$ cat config.mk
export PLATFORM = sky130hd
export DESIGN_NAME = arwc_top
export DESIGN_NICKNAME = d
export VERILOG_FILES = /design/src/rtl/arwc_pkg.sv /design/src/rtl/arwc_top.sv
export VERILOG_INCLUDE_DIRS = /design/src /design/src/rtl
export SDC_FILE = /design/constraint.sdc
export NUM_CORES = 1
export LEC_CHECK = 0
export ABC_AREA = 1
export BUFFER_PORTS_ARGS = -buffer_cell sky130_fd_sc_hd__buf_2
export CAP_MARGIN = 0
export CORE_ASPECT_RATIO = 1.4
export CORE_MARGIN = 1
export CORE_UTILIZATION = 30
export CTS_CLUSTER_DIAMETER = 80
export DETAILED_ROUTE_END_ITERATION = 6
export PLACE_DENSITY_LB_ADDON = 0.15
export SETUP_SLACK_MARGIN = 0.5
export SLEW_MARGIN = 20
export SYNTH_ARGS = -nofsm -noshare
export SYNTH_HDL_FRONTEND = slang
export SYNTH_SLANG_ARGS = --single-unit
$ cat constraint.sdc
create_clock -name clk -period 6.1 [get_ports clk]
set_input_delay 1.22 -clock clk [delete_from_list [all_inputs] [get_ports clk]]
set_output_delay 1.22 -clock clk [all_outputs]
set_load 0.05 [all_outputs]
$ cat src/rtl/arwc_consts.svh
`ifndef ARWC_CONSTS_SVH
`define ARWC_CONSTS_SVH
// register indices; byte address is four times the index
`define ARWC_IDX_ACCUM 6'h02
`define ARWC_IDX_MODE 6'h07
`define ARWC_IDX_MASK 6'h0a
`define ARWC_IDX_FLAGS 6'h0b
`define ARWC_IDX_RESULT 6'h10
`define ARWC_IDX_RESULT_HI 6'h11
`define ARWC_IDX_WINLO 6'h12
`define ARWC_IDX_WINLO_HI 6'h13
`define ARWC_IDX_WINHI 6'h14
`define ARWC_IDX_WINHI_HI 6'h15
`define ARWC_IDX_TUNE 6'h16
// field positions
`define ARWC_FLAG_DONE 0
`define ARWC_FLAG_MATCH 1
`define ARWC_DUTY_BIT 0
// reset values
`define ARWC_RST_THRESH 16'h0000
`define ARWC_RST_TUNE 8'h01
`define ARWC_RST_MODE 3'h0
`define ARWC_RST_ACCUM 3'h0
// sample limits and accumulation
`define ARWC_SAMPLE_MAX 10'h3ff
`define ARWC_SAMPLE_MIN 10'h000
`define ARWC_ACC_MAX_LOG2 3'h6
`define ARWC_ACC_CEIL 16'hffc0
// bus answers
`define ARWC_RESP_OKAY 2'b00
`define ARWC_RESP_SLVERR 2'b10
`endif

$ cat src/rtl/arwc_pkg.sv
package arwc_pkg;
	// one sample from the conversion core
	typedef struct packed {
		logic valid;
		logic over;
		logic under;
		logic [9:0] data;
	} arwc_sample_type;
	// window comparison modes
	typedef enum logic [2:0] {
		ARWC_WIN_NONE = 3'b000,
		ARWC_WIN_BELOW = 3'b001,
		ARWC_WIN_ABOVE = 3'b010,
		ARWC_WIN_INSIDE = 3'b011,
		ARWC_WIN_OUTSIDE = 3'b100
	} arwc_mode_type;
	// sticky event flags
	typedef struct packed {
		logic match;
		logic done;
	} arwc_flags_type;
endpackage : arwc_pkg

$ cat src/rtl/arwc_top.sv
// Overview of operation
// - the result reads as 16 bits with bits 15:8 as the upper byte and bit 15 the msb.
// - 10-bit samples, bit 9 msb, land in the low bits of the result.
// - result and sums are plain unsigned, 0x0000 zero and 0xffc0 the largest sum.
// - low threshold at 0x12, read/write, reset zero, feeds the window comparator.
// - high threshold at 0x14, read/write, reset zero, feeds the same comparator.
// - each threshold has its low byte at its base and its high byte at base plus one.
// - when accumulating only the final sum is compared, not each sample.
// - tuning register at 0x16 resets to 0x01; bit 0 picks 50 or 25 percent clock duty.
// - at the end of each measurement the match flag sets if the window mode holds.
// - match and done flags clear on a written one or on a result read; zero does nothing.
// - an input over the reference gives 0x3ff, one below zero gives 0x000.
// - the accumulated result never passes 0xffc0, even with 64 samples.
`timescale 1ns/100ps
`include "arwc_consts.svh"
`default_nettype none
module arwc_top (
	input wire logic clk,
	input wire logic sys_rst,
	input wire logic [7:0] s_axi_awaddr,
	input wire logic s_axi_awvalid,
	output logic s_axi_awready,
	input wire logic [31:0] s_axi_wdata,
	input wire logic [3:0] s_axi_wstrb,
	input wire logic s_axi_wvalid,
	output logic s_axi_wready,
	output logic [1:0] s_axi_bresp,
	output logic s_axi_bvalid,
	input wire logic s_axi_bready,
	input wire logic [7:0] s_axi_araddr,
	input wire logic s_axi_arvalid,
	output logic s_axi_arready,
	output logic [31:0] s_axi_rdata,
	output logic [1:0] s_axi_rresp,
	output logic s_axi_rvalid,
	input wire logic s_axi_rready,
	input wire arwc_pkg::arwc_sample_type sample_in,
	output logic clock_duty_select,
	output logic irq
);
	import arwc_pkg::*;

	// ----------------------------------------
	// bus handshake
	// ----------------------------------------
	logic awready_q, wready_q, bvalid_q, arready_q, rvalid_q;
	logic [1:0] bresp_q, rresp_q;
	logic [31:0] rdata_q;
	wire wr_go = s_axi_awvalid && s_axi_wvalid && !bvalid_q && !awready_q;
	wire wr_fire = awready_q;
	wire rd_go = s_axi_arvalid && !rvalid_q && !arready_q;
	wire rd_fire = arready_q;
	wire [5:0] wr_idx = s_axi_awaddr[7:2];
	wire [5:0] rd_idx = s_axi_araddr[7:2];
	wire [7:0] wb0 = s_axi_wdata[7:0];
	wire [7:0] wb1 = s_axi_wdata[15:8];

	// ----------------------------------------
	// register state
	// ----------------------------------------
	logic [15:0] result_q, winlo_q, winhi_q, acc_q;
	logic [7:0] tune_q;
	logic [2:0] accum_q;
	arwc_mode_type mode_q;
	arwc_flags_type flags_q, mask_q, flags_d;
	logic [6:0] cnt_q;
	logic irq_q;

	// write decode
	wire w_winlo = wr_fire && wr_idx == `ARWC_IDX_WINLO;
	wire w_winlo_hi = wr_fire && wr_idx == `ARWC_IDX_WINLO_HI;
	wire w_winhi = wr_fire && wr_idx == `ARWC_IDX_WINHI;
	wire w_winhi_hi = wr_fire && wr_idx == `ARWC_IDX_WINHI_HI;
	wire w_tune = wr_fire && wr_idx == `ARWC_IDX_TUNE && s_axi_wstrb[0];
	wire w_mode = wr_fire && wr_idx == `ARWC_IDX_MODE && s_axi_wstrb[0];
	wire w_accum = wr_fire && wr_idx == `ARWC_IDX_ACCUM && s_axi_wstrb[0];
	wire w_mask = wr_fire && wr_idx == `ARWC_IDX_MASK && s_axi_wstrb[0];
	wire w_flags = wr_fire && wr_idx == `ARWC_IDX_FLAGS && s_axi_wstrb[0];
	wire wr_hit = w_winlo | w_winlo_hi | w_winhi | w_winhi_hi
		| (wr_fire && (wr_idx == `ARWC_IDX_TUNE || wr_idx == `ARWC_IDX_MODE
		|| wr_idx == `ARWC_IDX_ACCUM || wr_idx == `ARWC_IDX_MASK
		|| wr_idx == `ARWC_IDX_FLAGS));

	// threshold byte lanes: full word at base, upper byte alone at base plus one
	wire [15:0] winlo_d = {
		w_winlo_hi && s_axi_wstrb[0] ? wb0 : (w_winlo && s_axi_wstrb[1] ? wb1 : winlo_q[15:8]),
		w_winlo && s_axi_wstrb[0] ? wb0 : winlo_q[7:0]};
	wire [15:0] winhi_d = {
		w_winhi_hi && s_axi_wstrb[0] ? wb0 : (w_winhi && s_axi_wstrb[1] ? wb1 : winhi_q[15:8]),
		w_winhi && s_axi_wstrb[0] ? wb0 : winhi_q[7:0]};

	// clamp the accumulation depth so 64 samples of 0x3ff is the worst sum
	wire [2:0] accum_d = wb0[2:0] > `ARWC_ACC_MAX_LOG2 ? `ARWC_ACC_MAX_LOG2 : wb0[2:0];
	wire [2:0] mode_raw = wb0[2:0];
	wire mode_ok = mode_raw <= ARWC_WIN_OUTSIDE;

	// ----------------------------------------
	// sample path and accumulation
	// ----------------------------------------
	// out-of-range flags from the core override its code
	wire [9:0] sample_clamped = sample_in.over ? `ARWC_SAMPLE_MAX
		: (sample_in.under ? `ARWC_SAMPLE_MIN : sample_in.data);
	wire [15:0] sum = acc_q + {6'h00, sample_clamped};
	wire [6:0] cnt_next = cnt_q + 7'd1;
	wire [6:0] cnt_goal = 7'd1 << accum_q;
	wire meas_end = sample_in.valid && cnt_next == cnt_goal;

	// comparison runs only on the finished sum, unsigned over all 16 bits
	wire below = sum < winlo_q;
	wire above = sum > winhi_q;
	logic hit;
	always_comb begin
		case (mode_q)
			ARWC_WIN_NONE: hit = 1'b0;
			ARWC_WIN_BELOW: hit = below;
			ARWC_WIN_ABOVE: hit = above;
			ARWC_WIN_INSIDE: hit = !below && !above;
			ARWC_WIN_OUTSIDE: hit = below || above;
			default: hit = 1'b0;
		endcase
	end

	// ----------------------------------------
	// sticky flags and interrupt
	// ----------------------------------------
	// a result read clears both flags; a new event in the same cycle wins
	wire res_read = rd_fire && (rd_idx == `ARWC_IDX_RESULT || rd_idx == `ARWC_IDX_RESULT_HI);
	wire [1:0] clr = (w_flags ? wb0[1:0] : 2'b00) | {2{res_read}};
	wire [1:0] setv = {meas_end && hit, meas_end};
	assign flags_d = (flags_q & ~clr) | setv;

	// register read mux
	logic [31:0] rd_val;
	logic rd_ok;
	always_comb begin
		rd_ok = 1'b1;
		case (rd_idx)
			`ARWC_IDX_RESULT: rd_val = {16'h0000, result_q};
			`ARWC_IDX_RESULT_HI: rd_val = {24'h000000, result_q[15:8]};
			`ARWC_IDX_WINLO: rd_val = {16'h0000, winlo_q};
			`ARWC_IDX_WINLO_HI: rd_val = {24'h000000, winlo_q[15:8]};
			`ARWC_IDX_WINHI: rd_val = {16'h0000, winhi_q};
			`ARWC_IDX_WINHI_HI: rd_val = {24'h000000, winhi_q[15:8]};
			`ARWC_IDX_TUNE: rd_val = {24'h000000, tune_q};
			`ARWC_IDX_MODE: rd_val = {29'h0, mode_q};
			`ARWC_IDX_ACCUM: rd_val = {29'h0, accum_q};
			`ARWC_IDX_MASK: rd_val = {30'h0, mask_q};
			`ARWC_IDX_FLAGS: rd_val = {30'h0, flags_q};
			default: begin
				rd_val = 32'h00000000;
				rd_ok = 1'b0;
			end
		endcase
	end

	// bus channel flops; each ready is a one-cycle pulse
	always_ff @(posedge clk) begin
		if (sys_rst) begin
			awready_q <= 1'b0;
			wready_q <= 1'b0;
			bvalid_q <= 1'b0;
			bresp_q <= `ARWC_RESP_OKAY;
			arready_q <= 1'b0;
			rvalid_q <= 1'b0;
			rresp_q <= `ARWC_RESP_OKAY;
			rdata_q <= 32'h00000000;
		end else begin
			awready_q <= wr_go;
			wready_q <= wr_go;
			arready_q <= rd_go;
			if (wr_fire) begin
				bvalid_q <= 1'b1;
				bresp_q <= wr_hit ? `ARWC_RESP_OKAY : `ARWC_RESP_SLVERR;
			end else if (s_axi_bready) begin
				bvalid_q <= 1'b0;
			end
			if (rd_fire) begin
				rvalid_q <= 1'b1;
				rdata_q <= rd_val;
				rresp_q <= rd_ok ? `ARWC_RESP_OKAY : `ARWC_RESP_SLVERR;
			end else if (s_axi_rready) begin
				rvalid_q <= 1'b0;
			end
		end
	end

	// software-written configuration
	always_ff @(posedge clk) begin
		if (sys_rst) begin
			winlo_q <= `ARWC_RST_THRESH;
			winhi_q <= `ARWC_RST_THRESH;
			tune_q <= `ARWC_RST_TUNE;
			mode_q <= ARWC_WIN_NONE;
			accum_q <= `ARWC_RST_ACCUM;
			mask_q <= 2'b00;
		end else begin
			winlo_q <= winlo_d;
			winhi_q <= winhi_d;
			if (w_tune)
				tune_q <= {7'h00, wb0[`ARWC_DUTY_BIT]};
			if (w_mode && mode_ok)
				mode_q <= arwc_mode_type'(mode_raw);
			if (w_accum)
				accum_q <= accum_d;
			if (w_mask)
				mask_q <= wb0[1:0];
		end
	end

	// measurement state, flags and outputs
	always_ff @(posedge clk) begin
		if (sys_rst) begin
			acc_q <= 16'h0000;
			cnt_q <= 7'h00;
			result_q <= 16'h0000;
			flags_q <= 2'b00;
			irq_q <= 1'b0;
			clock_duty_select <= 1'b1;
		end else begin
			if (meas_end) begin
				result_q <= sum;
				acc_q <= 16'h0000;
				cnt_q <= 7'h00;
			end else if (sample_in.valid) begin
				acc_q <= sum;
				cnt_q <= cnt_next;
			end
			flags_q <= flags_d;
			irq_q <= |(flags_d & mask_q);
			clock_duty_select <= tune_q[`ARWC_DUTY_BIT];
		end
	end

	assign s_axi_awready = awready_q;
	assign s_axi_wready = wready_q;
	assign s_axi_bvalid = bvalid_q;
	assign s_axi_bresp = bresp_q;
	assign s_axi_arready = arready_q;
	assign s_axi_rvalid = rvalid_q;
	assign s_axi_rresp = rresp_q;
	assign s_axi_rdata = rdata_q;
	assign irq = irq_q;
endmodule : arwc_top
`default_nettype wire

==> metrics.csv <==
metric,value,unit
Post-CTS Setup Inserts,0,
status,"complete, but fails checks",
CTS Hold Bufs,0,
total CTS buffers,9,
# diodes,0,
Avg Inst Size Synth,7.02,sq um
post-CTS sizing,0,
Layout area overhead,13.1,%
Post-DRT Antenna Nets,0,
layout cells sized above 1,0.116,
clock skew,0.00836,ns
Max VDD drop,0.000140,V
die width,125,um
"area leader, netlist",dfxtp_1,
initial antenna violation count,0,
Pre-antenna DRT Iters,7,
RSZ-0062 raised after global routing,no,
largest net degree at the start of global routing,39,
worst-path fanout max,10,
sw frac,0.347,
register-to-register path setup slack,2.58,ns
Met1 Wirelength,8430,um
Worst R2R Path Depth,22,
Commonest cells post-synth,"214 x nand2_1, 118 x inv_1, 106 x dfxtp_1, 95 x a21oi_1, 70 x o21ai_0",
clock group share of total power,0.336,
Yosys Warn Count,0,
fin nets,1084,
Clock Pin Slew Worst Setup and Hold Paths,0.07,ns
worst r2r src,acc_q[2],
Die Height,175,um
max-cap viol count,0,
worst path arrival time,4.72,ns
hpwl dp,14800,um
Site Rows,62,
Die Footprint,0.0219,sq mm
Placer Congestion,0.849,
uppermost layer routed,met4,
Post-synth EDFFs,0,
Ports,115,
Slew HR,0.454,
Reg power frac,0.380,
total power,1.97,mW
"top cells by area, synth","dfxtp_1 33%, nand2_1 13%, ha_1 8.4%, a21oi_1 7.4%, inv_1 6.9%",
crit path time final,4.47,ns
Core Area,0.0207,sq mm
DR iter-0 viols,386,
drt via density,4.89,
post-synth top area share,0.332,
Pint,1.28,mW
most frequent cell after synthesis,nand2_1,
fin crit share,0.732,
Root Buffer,clkbuf_16,
Residual DRC,10,
"Req. time, crit path",6.35,ns
worst slack at placement,1.20,ns
Fin. Hold Viols,0,
count of input and output buffers,74,
Starting Density,0.309,
WL/cell,15.5,um
Mapped Cells,911,
CTS tree,done,
clock sinks,106,
setup_tns,0,ns
synthesized flop and latch total,106,
Crit. End Element,flop,
max-slew violation count,0,
clk_lat worst skew,0.36,ns
critical path endpoint,irq,
fmax,224,MHz
Psw,0.682,mW
post-synthesis sequential area ratio,0.332,
DR WL met3,637,um
vias in the first global route,5770,
kind of critical path,input pin to flop,
Least-Margin Pin Slew,0.818,ns
Critical Path Start Type,input pin,
Comb pwr share,0.284,
H-tree levels,3,
violated checks,DRC,
Crit. Startpoint,sample_in[11],
Cell variety after synth,44,
clock tree buffer depth,2,
"Top FF cell, synth",dfxtp_1,
first-pass GRT wire length,30800,um
vias,6011,
Leakage,3.14,nW
slack of the critical path,1.63,ns
Filler cells,2314,
grt ovf,0,
r2r endpoint,irq,
"Cell Area, Synth",0.00639,sq mm
met2 wire length,9620,um
Global Route Usage Sum,0.180,
Routed WL,19000,um
Pwr per Cell Area,272,mW/mm^2
Worst Hold Class,flop to flop,
setup violators final,0,
Synth async-reset ratio,0,
-- critical path, stage by stage --
cell	delay, ns
buf_2	0.09
inv_1	0.16
o21ai_0	0.15
ha_1	0.37
a21oi_1	0.14
nand2_1	0.12
a31oi_1	0.23
o21ai_0	0.17
a21oi_1	0.19
xor2_1	0.49
ha_1	0.36
nand2_1	0.06
nand2_1	0.05
nand3_1	0.06
nand2_1	0.05
a21oi_1	0.14
nand2_1	0.11
nand2_1	0.09
nand2_1	0.05
nand2_1	0.05
nand3_1	0.08
nand2_1	0.09
nand2_1	0.05
nand3_1	0.09
nand2_1	0.05
-- worst min path at each step --
stage / startpoint / to / slack [ns] / depth (start not counted)
final: s_axi_rvalid / s_axi_arready / 0.44 / 1
after global routing: s_axi_rvalid / s_axi_arready / 0.46 / 1
after CTS: s_axi_rvalid / s_axi_arready / 0.45 / 1
after detailed placement: s_axi_rvalid / s_axi_arready / 0.44 / 1
after global placement: s_axi_bvalid / s_axi_wready / 0.44 / 1
after floorplan: tune_q[0] / clock_duty_select / 0.42 / 2
-- power groups by stage --
stage	Combinational, mW	Clock (mW)	Sequential [mW]
after CTS	0.570	0.685	0.748
after global placement	0.563	0	0.764
final	0.559	0.660	0.747
after global routing	0.657	0.703	0.752
after detailed placement	0.568	0	0.764
after floorplan	0.422	0	0.765
-- stage by stage --
stage | hold WS [ns] | util | area [sq um] | cells
floorplan | 0.417 | - | 6460 | 928
global placement | 0.435 | 0.333 | 6890 | 1213
detailed placement | 0.435 | 0.333 | 6890 | 1213
CTS | 0.446 | 0.349 | 7230 | 1229
global route | 0.465 | 0.349 | 7230 | 1229
finish | 0.444 | 0.349 | 7230 | 1229
-- cell usage in the layout (no fill, tap or decap), types with 17 or more instances in the layout --
master / n
nand3_1: 35
buf_2: 74
dfxtp_1: 106
nor3_1: 17
inv_1: 118
a21oi_1: 95
conb_1: 18
o21ai_0: 70
nor2_1: 50
nand2_1: 214
ha_1: 43
-- kinds of logic (layout without fill, tap and decap cells) --
kind of cell	Yosys count	in the layout	share of synthesized area
other	1	18	0.000587
adder cells (fa/ha/maj)	44	44	0.0873
AO/OA/AOI/OAI	229	229	0.211
flip-flops	106	106	0.332
buffers and inverters	172	217	0.115
XOR/XNOR	23	23	0.0327
AND/OR/NAND/NOR	336	336	0.221
-- state kept, by name (all words and copies together), names as in the netlist, 2 cells and up --
register	cells
acc_q	16
accum_q	3
cnt_q	7
flags_q	2
mask_q	2
mode_q	3
result_q	16
s_axi_rdata	16
winhi_q	16
winlo_q	16
-- final cells by class --
class	instances	area, sq um	share of cell area
Multi-Input combinational cell	650	3600	0.498
Sequential cell	106	2120	0.294
Inverter	125	469	0.0649
Timing Repair Buffer	76	385	0.0533
Tap cell	256	320	0.0443
Clock buffer	9	225	0.0312
Clock inverter	7	109	0.0151
-- routing by layer --
| layer | global-route usage | up-vias |
|---|---|---|
| met5 | 0 | - |
| met4 | 0.0661 | 0 |
| met3 | 0.0193 | 21 |
| met2 | 0.331 | 127 |
| met1 | 0.214 | 2743 |
| li1 | - | 3120 |
(Power assumes the default switching activity.)
